**src/design/point_alarm_consts.svh**
```systemverilog
// Register offsets, field positions and reset values of the point alarm evaluator
`ifndef POINT_ALARM_CONSTS_SVH
`define POINT_ALARM_CONSTS_SVH
`define OFS_BIN_CONFIG      8'h00
`define OFS_BIN_STATUS      8'h04
`define OFS_AN_CONFIG       8'h08
`define OFS_AN_STATUS       8'h0c
`define OFS_AN_INPUT        8'h10
`define OFS_CMD             8'h14
`define OFS_IRQ_STATUS      8'h18
`define OFS_IRQ_MASK        8'h1c
`define OFS_CHG_PENDING     8'h20
`define CFG_CHG_EN_BIT      0
`define CFG_NORMAL_BIT      1
`define CFG_ALARM_EN_BIT    3
`define CFG_WARN_EN_BIT     4
`define ST_RELIABLE_BIT     0
`define ST_OVERRIDE_BIT     1
`define ST_ALARM_BIT        4
`define ST_CURRENT_BIT      6
`define ST_CODE_LSB         4
`define CMD_READ_BIN_BIT    0
`define CMD_READ_AN_BIT     1
`define CMD_POLL_BIT        2
`define CFG_RESET           8'h00
`define IRQ_EVAL_BIT        0
`define IRQ_CHANGE_BIT      1
`define IRQ_BITS            2
`endif

```
**src/design/point_alarm_pkg.sv**
```systemverilog
// Types shared by the point alarm evaluator
package point_alarm_pkg;
  // Analog input region code values
  typedef enum logic [2:0] {
    REG_NORMAL    = 3'h0,
    REG_LOW_WARN  = 3'h3,
    REG_LOW_ALARM = 3'h4,
    REG_HIGH_WARN = 3'h5,
    REG_HIGH_ALARM = 3'h6
  } region_code_e;
  typedef logic [7:0] byte_t;
endpackage

```
**src/design/point_alarm_status_evaluator.sv**
```systemverilog
// Alarm and warning status evaluator for one binary and one analog input point
`timescale 1ns/1ps
`include "point_alarm_consts.svh"
module point_alarm_status_evaluator #(
  parameter int W = 16
) (
  input  wire logic                 ref_clk,
  input  wire logic                 rstn,
  input  wire logic                 binIn,
  input  wire logic                 binReliable,
  input  wire logic                 binOverride,
  input  wire logic                 anReliable,
  input  wire logic                 anOverride,
  input  wire logic [W-1:0]         lowAlarmLvl,
  input  wire logic [W-1:0]         lowWarnLvl,
  input  wire logic [W-1:0]         highWarnLvl,
  input  wire logic [W-1:0]         highAlarmLvl,
  input  wire logic [7:0]           s_axi_awaddr,
  input  wire logic                 s_axi_awvalid,
  output logic                      s_axi_awready,
  input  wire logic [31:0]          s_axi_wdata,
  input  wire logic [3:0]           s_axi_wstrb,
  input  wire logic                 s_axi_wvalid,
  output logic                      s_axi_wready,
  output logic [1:0]                s_axi_bresp,
  output logic                      s_axi_bvalid,
  input  wire logic                 s_axi_bready,
  input  wire logic [7:0]           s_axi_araddr,
  input  wire logic                 s_axi_arvalid,
  output logic                      s_axi_arready,
  output logic [31:0]               s_axi_rdata,
  output logic [1:0]                s_axi_rresp,
  output logic                      s_axi_rvalid,
  input  wire logic                 s_axi_rready,
  output logic                      irq
);
  import point_alarm_pkg::*;

  // ************************************************
  // State
  // ************************************************
  typedef struct packed {
    logic [1:0]         binSync;
    logic [W-1:0]       anValue;
    point_alarm_pkg::byte_t binCfg;
    point_alarm_pkg::byte_t binSt;
    point_alarm_pkg::byte_t anCfg;
    point_alarm_pkg::byte_t anSt;
    logic               binLastRep;
    logic [2:0]         anLastRep;
    logic [1:0]         chgPend;
    logic [`IRQ_BITS-1:0] irqSt;
    logic [`IRQ_BITS-1:0] irqMask;
    logic               awHeld;
    logic [7:0]         awAddr;
    logic               wHeld;
    logic [31:0]        wData;
    logic [3:0]         wStrb;
    logic               bValid;
    logic [1:0]         bResp;
    logic               rValid;
    logic [31:0]        rData;
    logic [1:0]         rResp;
    logic               irqOut;
  } state_s;

  state_s st_ff;
  state_s nxt_st;
  region_code_e regionCode;
  logic         binCur;

  region_encoder #(.W(W)) u_enc (
    .value     (st_ff.anValue),
    .lowAlarm  (lowAlarmLvl),
    .lowWarn   (lowWarnLvl),
    .highWarn  (highWarnLvl),
    .highAlarm (highAlarmLvl),
    .code      (regionCode)
  );

  assign binCur = st_ff.binSync[1];

  // ************************************************
  // Next state
  // ************************************************
  // Bus, command decode and evaluation in one pass
  always_comb begin
    logic        doWrite;
    logic        rdBin;
    logic        rdAn;
    logic        poll;
    logic        binAlarm;
    logic [2:0]  anCode;
    logic        evalEv;
    logic        chgEv;
    logic [31:0] wd;
    logic [`IRQ_BITS-1:0] setIrq;
    logic [`IRQ_BITS-1:0] clrIrq;
    doWrite  = 1'b0;
    rdBin    = 1'b0;
    rdAn     = 1'b0;
    poll     = 1'b0;
    binAlarm = 1'b0;
    anCode   = 3'h0;
    evalEv   = 1'b0;
    chgEv    = 1'b0;
    wd       = 32'h0;
    setIrq   = '0;
    clrIrq   = '0;
    nxt_st   = st_ff;
    // Pin input passes two flops before use
    nxt_st.binSync = {st_ff.binSync[0], binIn};
    // Write address and data accepted in either order
    if (s_axi_awvalid && !st_ff.awHeld) begin
      nxt_st.awHeld = 1'b1;
      nxt_st.awAddr = s_axi_awaddr;
    end
    if (s_axi_wvalid && !st_ff.wHeld) begin
      nxt_st.wHeld = 1'b1;
      nxt_st.wData = s_axi_wdata;
      nxt_st.wStrb = s_axi_wstrb;
    end
    if (st_ff.awHeld && st_ff.wHeld && !st_ff.bValid) begin
      doWrite = 1'b1;
      nxt_st.awHeld = 1'b0;
      nxt_st.wHeld  = 1'b0;
      nxt_st.bValid = 1'b1;
      nxt_st.bResp  = 2'h0;
      wd = st_ff.wData;
      // Only the low byte lane carries config data; the analog input takes wd[W-1:0]
      unique case (st_ff.awAddr)
        `OFS_BIN_CONFIG: if (st_ff.wStrb[0]) nxt_st.binCfg = wd[7:0];
        `OFS_AN_CONFIG:  if (st_ff.wStrb[0]) nxt_st.anCfg = wd[7:0];
        `OFS_AN_INPUT:   nxt_st.anValue = wd[W-1:0];
        `OFS_CMD: begin
          rdBin = wd[`CMD_READ_BIN_BIT];
          rdAn  = wd[`CMD_READ_AN_BIT];
          poll  = wd[`CMD_POLL_BIT];
        end
        `OFS_IRQ_STATUS: clrIrq = wd[`IRQ_BITS-1:0];
        `OFS_IRQ_MASK:   nxt_st.irqMask = wd[`IRQ_BITS-1:0];
        `OFS_BIN_STATUS, `OFS_AN_STATUS, `OFS_CHG_PENDING: ;
        default: nxt_st.bResp = 2'h2;
      endcase
    end
    if (st_ff.bValid && s_axi_bready) begin
      nxt_st.bValid = 1'b0;
    end
    // Evaluation on read command or change poll; a poll checks enabled points
    binAlarm = (binCur != st_ff.binCfg[`CFG_NORMAL_BIT]) &&
               st_ff.binCfg[`CFG_ALARM_EN_BIT];
    anCode = (st_ff.anCfg[`CFG_WARN_EN_BIT] && st_ff.anCfg[`CFG_ALARM_EN_BIT]) ?
             regionCode : REG_NORMAL;
    if (rdBin || (poll && st_ff.binCfg[`CFG_CHG_EN_BIT])) begin
      evalEv = 1'b1;
      nxt_st.binSt = 8'h00;
      nxt_st.binSt[`ST_CURRENT_BIT]  = binCur;
      nxt_st.binSt[`ST_ALARM_BIT]    = binAlarm;
      nxt_st.binSt[`ST_OVERRIDE_BIT] = binOverride;
      nxt_st.binSt[`ST_RELIABLE_BIT] = binReliable;
    end
    if (rdAn || (poll && st_ff.anCfg[`CFG_CHG_EN_BIT])) begin
      evalEv = 1'b1;
      nxt_st.anSt = 8'h00;
      nxt_st.anSt[`ST_CODE_LSB +: 3]  = anCode;
      nxt_st.anSt[`ST_OVERRIDE_BIT]  = anOverride;
      nxt_st.anSt[`ST_RELIABLE_BIT]  = anReliable;
    end
    // Each poll reports only changes since the last report
    nxt_st.chgPend = 2'h0;
    if (poll) begin
      if (st_ff.binCfg[`CFG_CHG_EN_BIT] && binCur != st_ff.binLastRep) begin
        nxt_st.chgPend[0]  = 1'b1;
        nxt_st.binLastRep  = binCur;
      end
      if (st_ff.anCfg[`CFG_CHG_EN_BIT] && anCode != st_ff.anLastRep) begin
        nxt_st.chgPend[1]  = 1'b1;
        nxt_st.anLastRep   = anCode;
      end
      chgEv = nxt_st.chgPend != 2'h0;
    end else begin
      nxt_st.chgPend = st_ff.chgPend;
    end
    // Sticky flags: a new event wins over a same-cycle clear
    setIrq[`IRQ_EVAL_BIT]   = evalEv;
    setIrq[`IRQ_CHANGE_BIT] = chgEv;
    nxt_st.irqSt  = (st_ff.irqSt & ~clrIrq) | setIrq;
    nxt_st.irqOut = (nxt_st.irqSt & nxt_st.irqMask) != '0;
    // Read channel; one read outstanding
    if (st_ff.rValid && s_axi_rready) begin
      nxt_st.rValid = 1'b0;
    end
    if (s_axi_arvalid && !st_ff.rValid) begin
      nxt_st.rValid = 1'b1;
      nxt_st.rResp  = 2'h0;
      nxt_st.rData  = 32'h0;
      unique case (s_axi_araddr)
        `OFS_BIN_CONFIG:  nxt_st.rData[7:0] = st_ff.binCfg;
        `OFS_BIN_STATUS:  nxt_st.rData[7:0] = st_ff.binSt;
        `OFS_AN_CONFIG:   nxt_st.rData[7:0] = st_ff.anCfg;
        `OFS_AN_STATUS:   nxt_st.rData[7:0] = st_ff.anSt;
        `OFS_AN_INPUT:    nxt_st.rData[W-1:0] = st_ff.anValue;
        `OFS_CMD:         ;
        `OFS_IRQ_STATUS:  nxt_st.rData[`IRQ_BITS-1:0] = st_ff.irqSt;
        `OFS_IRQ_MASK:    nxt_st.rData[`IRQ_BITS-1:0] = st_ff.irqMask;
        `OFS_CHG_PENDING: nxt_st.rData[1:0] = st_ff.chgPend;
        default:          nxt_st.rResp = 2'h2;
      endcase
    end
  end

  // ************************************************
  // Registers
  // ************************************************
  always_ff @(posedge ref_clk or negedge rstn) begin
    if (!rstn) begin
      st_ff <= '0;
    end else begin
      st_ff <= nxt_st;
    end
  end

  // Ready only while the holding slot is empty
  assign s_axi_awready = !st_ff.awHeld;
  assign s_axi_wready  = !st_ff.wHeld;
  assign s_axi_arready = !st_ff.rValid;
  assign s_axi_bvalid  = st_ff.bValid;
  assign s_axi_bresp   = st_ff.bResp;
  assign s_axi_rvalid  = st_ff.rValid;
  assign s_axi_rdata   = st_ff.rData;
  assign s_axi_rresp   = st_ff.rResp;
  assign irq           = st_ff.irqOut;
endmodule

```
**src/design/region_encoder.sv**
```systemverilog
// Combinational encoder from analog value and thresholds to region code
`timescale 1ns/1ps
module region_encoder #(
  parameter int W = 16
) (
  input  wire logic [W-1:0]                     value,
  input  wire logic [W-1:0]                     lowAlarm,
  input  wire logic [W-1:0]                     lowWarn,
  input  wire logic [W-1:0]                     highWarn,
  input  wire logic [W-1:0]                     highAlarm,
  output point_alarm_pkg::region_code_e         code
);
  import point_alarm_pkg::*;
  // Alarm regions win over warning regions; thresholds are inclusive
  always_comb begin
    if (value >= highAlarm) begin
      code = REG_HIGH_ALARM;
    end else if (value <= lowAlarm) begin
      code = REG_LOW_ALARM;
    end else if (value >= highWarn) begin
      code = REG_HIGH_WARN;
    end else if (value <= lowWarn) begin
      code = REG_LOW_WARN;
    end else begin
      code = REG_NORMAL;
    end
  end
endmodule

```
**config.mk**
```make
export PLATFORM = sky130hd
export DESIGN_NAME = point_alarm_status_evaluator
export DESIGN_NICKNAME = d
export VERILOG_FILES = /design/src/design/point_alarm_pkg.sv /design/src/design/point_alarm_status_evaluator.sv /design/src/design/region_encoder.sv
export VERILOG_INCLUDE_DIRS = /design/src /design/src/design
export SDC_FILE = /design/constraint.sdc
export NUM_CORES = 1
export LEC_CHECK = 0
export BUFFER_PORTS_ARGS = -buffer_cell sky130_fd_sc_hd__buf_2
export CORE_MARGIN = 2
export CORE_UTILIZATION = 48
export CTS_CLUSTER_SIZE = 24
export DETAILED_ROUTE_END_ITERATION = 6
export PLACE_DENSITY = 0.74
export SYNTH_ARGS = -nofsm -noshare
export SYNTH_HDL_FRONTEND = slang
export SYNTH_SLANG_ARGS = --single-unit
export TNS_END_PERCENT = 50
```
**constraint.sdc**
```tcl
create_clock -name ref_clk -period 5.1 [get_ports ref_clk]
set_clock_uncertainty 0.15 [all_clocks]
set_input_delay 0.765 -clock ref_clk [delete_from_list [all_inputs] [get_ports ref_clk]]
set_output_delay 0.765 -clock ref_clk [all_outputs]
set_load 0.01 [all_outputs]
```
### Word level (Yosys, flattened, before mapping)

Index checks and enable logic that the tools add are counted.
Widths: inputs -> output; s select.

| storage, ports and cells | value |
|---|---|
| register bits | 122 |
| input port bits | 128 |
| output and inout port bits | 42 |

| operators by class | value |
|---|---|
| order comparisons | 4 |
| equal/unequal tests | 20 |
| mux-type cells | 34 |
| bitwise gates (word level) | 4 |
| reductions and logical operators | 34 |

Operators with widths:

| operator | count |
|---|---|
| $eq 8x5->1 const B | 8 |
| $mux 37 | 1 |
| $mux 35 | 1 |
| $eq 8x4->1 const B | 4 |
| $ge 16x16->1 | 2 |
| $le 16x16->1 | 2 |
| $pmux 6 s5 | 1 |
| $mux 3 | 6 |
| $reduce_or 9->1 | 2 |
| $eq 8x3->1 const B | 2 |
| $eq 8x6->1 const B | 2 |
| $logic_not 8->1 | 2 |
| $pmux 2 s8 | 1 |
| $mux 1 | 14 |
| $logic_and 1x1->1 | 13 |
| $mux 2 | 6 |
| $reduce_bool 2->1 | 6 |
| $mux 9 | 1 |
| $mux 4 | 2 |
| $mux 8 | 1 |
| $reduce_and 2->1 | 3 |
| $reduce_and 3->1 | 2 |
| $and 2x2->2 | 2 |
| $logic_not 1->1 | 4 |
| other kinds (6) | 8 |

### Logic depth before layout (Yosys ltp)

Gate-level depths: netlist of run 1.

| depth | value |
|---|---|
| depth after elaboration | 15 |
| gate-level depth with buffers | 10 |

### Cells and area by module

Synthesis of run 1 repeated with hierarchy kept, for this count alone.

| second synthesis, totals | value |
|---|---|
| cells, all modules | 616 |
| area, all modules | 6343.6 um^2 |

Modules (own cells, without submodules):

| module | instances | cells an instance | area each (um^2) | sequential area each (um^2) |
|---|---|---|---|---|
| point_alarm_status_evaluator | 1 | 398 | 4728.3 | 2527.4 |
| region_encoder | 1 | 218 | 1615.3 | 0.0 |

### Least setup slack after synthesis of run 1

Ideal clock, no wire load.

| timing | value |
|---|---|
| kind | input port to flip-flop |
| from | input lowWarnLvl[10] |
| to | register st_ff[90] in the netlist's numbering |
| setup time | 140 ps |
| arrival | 2676 ps |
| data required time | 4810 ps |
| path slack | 2134 ps |
| stages | 10 |
| buffers on the path | 0 |
| cells stage by stage | inv_1 ha_1 and3_1 a221o_1 a221o_1 o31ai_1 a21boi_1 o21a_1 o311ai_1 o211ai_1 |

| on the way | value |
|---|---|
| word-level cells in the longest chain between the ends | 10 |

RTL lines:

| element | RTL line | source |
|---|---|---|
| start, declared | point_alarm_status_evaluator.sv:15 | `input wire logic [W-1:0] lowWarnLvl,` |
| $le 16x16->1 | region_encoder.sv:22 | `end else if (value <= lowWarn) begin` |
| $mux 2 | region_encoder.sv:22 |  |
| $mux 3 | region_encoder.sv:20 | `end else if (value >= highWarn) begin` |
| $mux 3 | region_encoder.sv:18 | `end else if (value <= lowAlarm) begin` |
| $mux 3 | region_encoder.sv:16 | `if (value >= highAlarm) begin` |
| $mux 3 | point_alarm_status_evaluator.sv:152 | `` anCode = (st_ff.anCfg[`CFG_WARN_EN_BIT] && st_ff.anCfg[`CFG_ALARM_EN_BIT]) ? `` |
| $ne 3x3->1 | point_alarm_status_evaluator.sv:176 | `` if (st_ff.anCfg[`CFG_CHG_EN_BIT] && anCode != st_ff.anLastRep) begin `` |
| $logic_and 1x1->1 | point_alarm_status_evaluator.sv:176 |  |
| $mux 4 | point_alarm_status_evaluator.sv:176 |  |
| $mux 4 | point_alarm_status_evaluator.sv:171 | `if (poll) begin` |
| end signal, assigned | point_alarm_status_evaluator.sv:219 | `st_ff <= nxt_st;` |
| end, declared | point_alarm_status_evaluator.sv:67 | `state_s st_ff;` |

No other way between the ends. The select of a mux whose other input is x is not followed.
A chain may end at the register's enable or synchronous reset.

==> results.cfg, run 1 <==
[routing]
routed_via_density = 5.385
ant_nets = 0
drc = 0
num_vias = 4841
first_iter_violations = 229
wl_per_cell_um = 15.54
first_pass_iters = 5
wl_mm = 13.97

[yosys]
synth_seq_cells = 101
synth_top_cell_by_area = dfrtp_1
seq_area_frac_synth_pct = 41.02
avgSynthCellArea_um2 = 10.17
synth_ff_type = dfrtp_1
muxShareOfSynthArea_pct = 13.60
async_flop_share_pct = 100.0
netlist_area_um2 = 6162
synthAdderAreaFrac_pct = 12.99
synth-simple-area-share_pct = 10.98
synth_top_family_by_area = multiplexers
synth_area_leaders = dfrtp_1 (41%), ha_1 (13%), mux2_2 (12%), buf_4 (4.4%), inv_1 (4.2%)
synth_compound_gate_area_share_pct = 11.45
synth_edf_count = 0
synth.top_cell.area_share_pct = 41.02
syn_inst = 606
yosys.cell_types.count = 55
synthXorXnorAreaFrac_pct = 0.5685
yosysWarnings = 0

[power]
pwr-share-seq_pct = 44.9
ir_drop_uv = 209.2
p_sw_share_pct = 31.56
p_per_area_nw_per_um2 = 378.7
p_int_w = 0.001856
p_leak_nw = 3.825
p_clk_share_pct = 29.2
netSwitchingPower_w = 0.0008557
pwr-share-comb_pct = 26.0

[worst_setup_path]
worstPathMaxFanout = 3
cp.required_ns = 5.15
critical_path_class = in -> reg
reg2reg_from = st_ff[128]$_DFFE_PN0P_
worst_ep_arrival_time_ns = 3.03
end_kind = flop
r2r_cells = 9
critPathLaunchType = primary input
r2r-end = irq$_DFF_PN0_
r2r_setup_slack_ns = 2.13

[global_routing]
antenna_found_initial = 0
grt_usage_pct = 20.61
grt_max_degree = 52
grt_pass1_wl_mm = 23.05
grt_overflow = 0
first_global_vias = 5004

[sta]
tns_ns = 0
slew_headroom_pct = 18.58
layout_setup_ws_ns = 2.117
rsz0062_at_grt = no
fin_hold_ws_ns = 0.1973
hold_violations = 0
tightest_slew_ns = 1.217
fmax_ghz = 0.3353
fin_crit_sh_pct = 58.49
finalSetupViolCount = 0
final_max_slew_viol_count = 0
fin_crit_ns = 2.983

[clock_tree]
cts_buffers = 9
cts_tree = done
ctsResizeCount = 0
clk_pin_slew_ns = 0.07
clock_latency_ns = 0.34
cts_sinks = 101
cts.htree.levels = 3
cts_root_buf = clkbuf_16
cts_hold_buf = 0
postCtsSetupRepairBufs = 0
cts_max_path_buffers = 2

[placed_design]
place_congestion = 0.8587
dpl_cell_area_um2 = 6804
dpl.hpwl_mm = 11.03
place_inst = 883
pre_cts_ws_ns = 1.829
port_buffers = 132

[worst_hold_path]
min_path_cells = 0
hold_path_class = reg -> reg
whs_endpoint = binCur$_DFF_PN0_
hp-start = nxt_st[144]$_DFF_PN0_

[cells_and_area]
fill_cells = 1114
layout-drive-gt1-share_pct = 30.54
postLayoutCellArea_um2 = 7159
regArea_um2 = 2527
multi_input_area_um2 = 3124
nNetsFinal = 914
fin_cells = 899
diodes = 0
area_delta_synth_final_pct = 16.18

[die]
start_util_pct = 49.03
ios = 170
die_w_um = 117.3
rows = 41
die_h_um = 117.3
die_area_um2 = 13760
coreArea_um2 = 12570

[job]
max_cap_violations = 0

[run_status]
status = complete, no violations
[sequential cells by signal (all words and copies together) (netlist names)]
| register | count |
|---|---|
| binCur | 1 |
| irq | 1 |
| nxt_st | 1 |
| s_axi_bresp | 1 |
| s_axi_bvalid | 1 |
| s_axi_rdata | 16 |
| s_axi_rresp | 1 |
| s_axi_rvalid | 1 |
| st_ff | 78 |
[worst max-delay path, stage by stage]
cell	delay, ns
buf_2	0.07
inv_1	0.03
ha_1	0.28
o211ai_1	0.16
a21oi_1	0.07
o41a_1	0.40
o22ai_1	0.36
a31oi_1	0.24
xor2_1	0.22
nor3_1	0.27
a31oi_1	0.16
[cells in the final DEF (no fill, tap or decap), types with 4 or more instances in the layout]
master / instances
buf_2: 131
dfrtp_1: 101
inv_1: 69
mux2_2: 65
ha_1: 64
nand2_1: 58
a21oi_1: 31
o21ai_0: 30
nor2_1: 23
conb_1: 18
nand4_1: 11
nand3_1: 10
clkbuf_16: 9
nor2b_1: 6
mux2_1: 5
o211ai_1: 5
nor3_1: 5
mux2i_1: 5
a221oi_1: 5
and4_1: 4
o21a_1: 4
a31oi_1: 4
[power groups by stage]
stage	combinational, W	clock, W	sequential, W
2_1_floorplan	0.000532	0	0.00114
3_3_place_gp	0.000657	0	0.00121
3_5_place_dp	0.000706	0	0.00123
4_1_cts	0.000710	0.000806	0.00121
5_1_grt	0.000798	0.000835	0.00124
6_report	0.000704	0.000791	0.00122
[metal layers]
layer  track usage, %  vias up  wire [µm]
li1                 -     2317          -
met1            23.04     2348       5722
met3            5.399       24        749
met2            38.30      152       7220
met4            6.099        0        278
met5                0        -          0
[layout make-up]
| class | instances | share of cell area, % |
|---|---|---|
| sequential | 101 | 35.30 |
| inverter | 69 | 3.618 |
| tap | 172 | 3.006 |
| clock buffer | 10 | 3.338 |
| clock inverter | 6 | 1.625 |
| multi-input combinational | 407 | 43.64 |
| timing repair buffer | 134 | 9.472 |
[cells by family after synthesis]
logic type | Yosys count
AND/OR/NAND/NOR | 136
buffers and inverters | 115
adder cells (fa/ha/maj) | 64
AO/OA/AOI/OAI | 110
XOR/XNOR | 4
multiplexers | 75
flip-flops | 101
other | 1
[Yosys cell counts, drive strengths merged, types with 3 or more instances]
library cell	count
and4	4
nand2b	3
clkbuf	9
inv	69
nand3	11
mux2	70
a221oi	5
o31ai	3
a21boi	3
a22o	3
a22oi	3
a31oi	4
nor2b	6
a21o	3
nand2	59
o211ai	5
a211oi	3
a21oi	32
dfrtp	101
nor3	6
xor2	3
nor2	23
ha	64
mux2i	5
a222oi	3
buf	37
o21ai	30
o21a	4
nand4	11
[worst max path at each step]
stage	start	end	slack [ns]	cells after the start
4_1_cts	highAlarmLvl[1]	irq$_DFF_PN0_	2.15	11
5_1_grt	highAlarmLvl[1]	irq$_DFF_PN0_	1.91	11
6_report	highAlarmLvl[1]	irq$_DFF_PN0_	2.12	11
3_5_place_dp	highAlarmLvl[1]	irq$_DFF_PN0_	1.83	11
2_1_floorplan	lowWarnLvl[10]	st_ff[90]$_DFFE_PN0P_	2.13	10
3_3_place_gp	highAlarmLvl[1]	irq$_DFF_PN0_	1.83	11
[stage by stage]
stage | total power (W) | util (%)
2_1_floorplan | 0.001672 | -
3_3_place_gp | 0.001869 | 54.14
3_5_place_dp | 0.001934 | 54.14
4_1_cts | 0.002730 | 56.96
5_1_grt | 0.002878 | 56.96
6_report | 0.002711 | 56.96
Note: power is estimated with default switching activity, not from simulation.
==> run 2, diff against run 1 <==
--- a/config.mk
+++ b/config.mk
@@ -11,7 +11,7 @@
 export CORE_UTILIZATION = 48
 export CTS_CLUSTER_SIZE = 24
 export DETAILED_ROUTE_END_ITERATION = 6
-export PLACE_DENSITY = 0.74
+export PLACE_DENSITY = 0.77
 export SYNTH_ARGS = -nofsm -noshare
 export SYNTH_HDL_FRONTEND = slang
 export SYNTH_SLANG_ARGS = --single-unit
==> constraint.sdc (replaced) <==
create_clock -name ref_clk -period 2.5 [get_ports ref_clk]
set_clock_uncertainty 0.15 [all_clocks]
set_input_delay 0.375 -clock ref_clk [delete_from_list [all_inputs] [get_ports ref_clk]]
set_output_delay 0.375 -clock ref_clk [all_outputs]
set_load 0.01 [all_outputs]
==> run 2 against run 1 <==
  * The run now ends with negative setup slack left
  * Clock-buffer cell count grew 2
  * Die area is the same
  * Critical path depth down 3
  * Critical path type is now reg -> reg
  * Highest routed layer unchanged
==> results.cfg, run 2 (synthesis results as in run 1) <==
[run_status]
status = finished, violations left
failed_checks = negative setup slack

[global_routing]
grt_pass1_wl_mm = 24.88
grt_overflow = 0
antenna_found_initial = 0
grt_max_degree = 48
use_met1_pct = 25.31
grt_usage_pct = 22.38
first_global_vias = 5308
use_met3_pct = 5.982
met2_usage_pct = 41.15
busiest_layer = met2

[cells_and_area]
largest_register_ffs = 78
layout_commonest_cell = buf_2
layout-drive-gt1-share_pct = 39.13
diodes = 0
largest-register = st_ff
area_delta_synth_final_pct = 26.29
final_cell_mix = buf_2 (131), dfrtp_1 (95), inv_1 (68)
nNetsFinal = 970

[clock_tree]
cts_root_buf = clkbuf_16
cts_sinks = 101
cts_tree = done
clock_latency_ns = 0.34
clk_pin_slew_ns = 0.07
cts.htree.levels = 3
cts_max_path_buffers = 2
cts_buffers = 9

[die]
die_h_um = 117.3
coreArea_um2 = 12570
die_w_um = 117.3
die_area_um2 = 13760
ios = 170
rows = 41
start_util_pct = 49.03

[sta]
hold_violations = 0
fin_crit_ns = 2.732
final_max_slew_viol_count = 0
finalSetupViolCount = 7
fmax_ghz = 0.3660
fin_crit_sh_pct = 109.3
layout_setup_ws_ns = -0.2322
rsz0062_at_grt = yes
slew_headroom_pct = 57.05
tightest_slew_ns = 0.6429

[power]
finalPower_w = 0.005621
p_per_area_nw_per_um2 = 722.3
ir_drop_uv = 609.8
p_leak_nw = 4.099

[worst_hold_path]
min_path_cells = 2
hold_path_class = in -> reg

[worst_setup_path]
worstPathMaxFanout = 4
critical_path_class = reg -> reg
r2r_cells = 8
critPathLaunchType = flop
end_kind = flop
cp.required_ns = 2.56
worst_ep_arrival_time_ns = 2.80

[placed_design]
place_congestion = 0.8880
port_buffers = 132
pre_cts_ws_ns = -0.3325
dpl.hpwl_mm = 11.59

[routing]
routed_via_density = 5.335
wl_mm = 15.38
ant_nets = 0
num_vias = 5090
wl_per_cell_um = 16.12
first_pass_iters = 4
drc = 0
first_iter_violations = 332

[job]
max_cap_violations = 0
## run 2: area by class of cell
| type | count | area (µm²) |
|---|---|---|
| clock inverter | 3 | 21.27 |
| clock buffer | 12 | 246.5 |
| fill | 994 | 4786 |
| multi-input combinational | 407 | 3362 |
| timing repair buffer | 190 | 1144 |
| tap | 172 | 215.2 |
| inverter | 69 | 259.0 |
| sequential | 101 | 2535 |
## run 2: timing repair
action                                 in CTS  in global routing
resized for setup                          36                  8
hold buffers                                2                  0
endpoints found under the hold margin      33                  0
buffers inserted                           10                  4
pin swaps                                  20                  3
setup endpoints to repair                   9                 10
## run 2: where the power goes
| part | total (W) | internal [W] | switching [W] | leakage (nW) |
|---|---|---|---|---|
| logic | 0.00190 | 0.00103 | 0.000865 | 2.68 |
| clock network | 0.00128 | 0.000699 | 0.000580 | 0.129 |
| registers | 0.00244 | 0.00203 | 0.000412 | 1.29 |
| total | 0.00562 | 0.00376 | 0.00186 | 4.10 |
## run 2: through the flow
| step | hold slack (ns) | instances | setup TNS, ns | area (µm²) | util, % |
|---|---|---|---|---|---|
| CTS | 0.05203 | 950 | -0.6786 | 7707 | 61.32 |
| global route | 0.04164 | 954 | -1.878 | 7782 | 61.92 |
| finish | 0.05543 | 954 | -1.082 | 7782 | 61.92 |
| global placement | 0.1861 | 924 | -1.097 | 7133 | 56.75 |
| floorplan | -0.07059 | 623 | -0.05574 | 6235 | - |
| detailed placement | 0.1879 | 924 | -1.413 | 7133 | 56.75 |
## run 2: routing by layer
metal | wire (µm) | vias up
li1 | - | 2444
met1 | 6113 | 2445
met2 | 8051 | 175
met3 | 903 | 26
met4 | 314 | 0
met5 | 0 | -
## run 2: final timing paths
check / from / end / slack [ns]
max in group asynchronous: rstn / st_ff[132]$_DFFE_PN0P_ / 1.17
max: st_ff[136]$_DFFE_PN0P_ / irq$_DFF_PN0_ / -0.23
min in group asynchronous: rstn / st_ff[138]$_DFFE_PN0P_ / 0.37
min: s_axi_rready / s_axi_rvalid$_DFFE_PN0P_ / 0.06
max reg2reg: st_ff[136]$_DFFE_PN0P_ / irq$_DFF_PN0_ / -0.23
min reg2reg: nxt_st[144]$_DFF_PN0_ / binCur$_DFF_PN0_ / 0.20
## run 2: critical path, cell delays in order (launching register included)
cell and delay, ns:
dfrtp_1 0.43, ha_1 0.32, nand4_1 0.22, a2111o_1 0.45, a31oi_4 0.23, nand4_1 0.19
o21a_1 0.25, nor3_2 0.22, a31oi_1 0.13
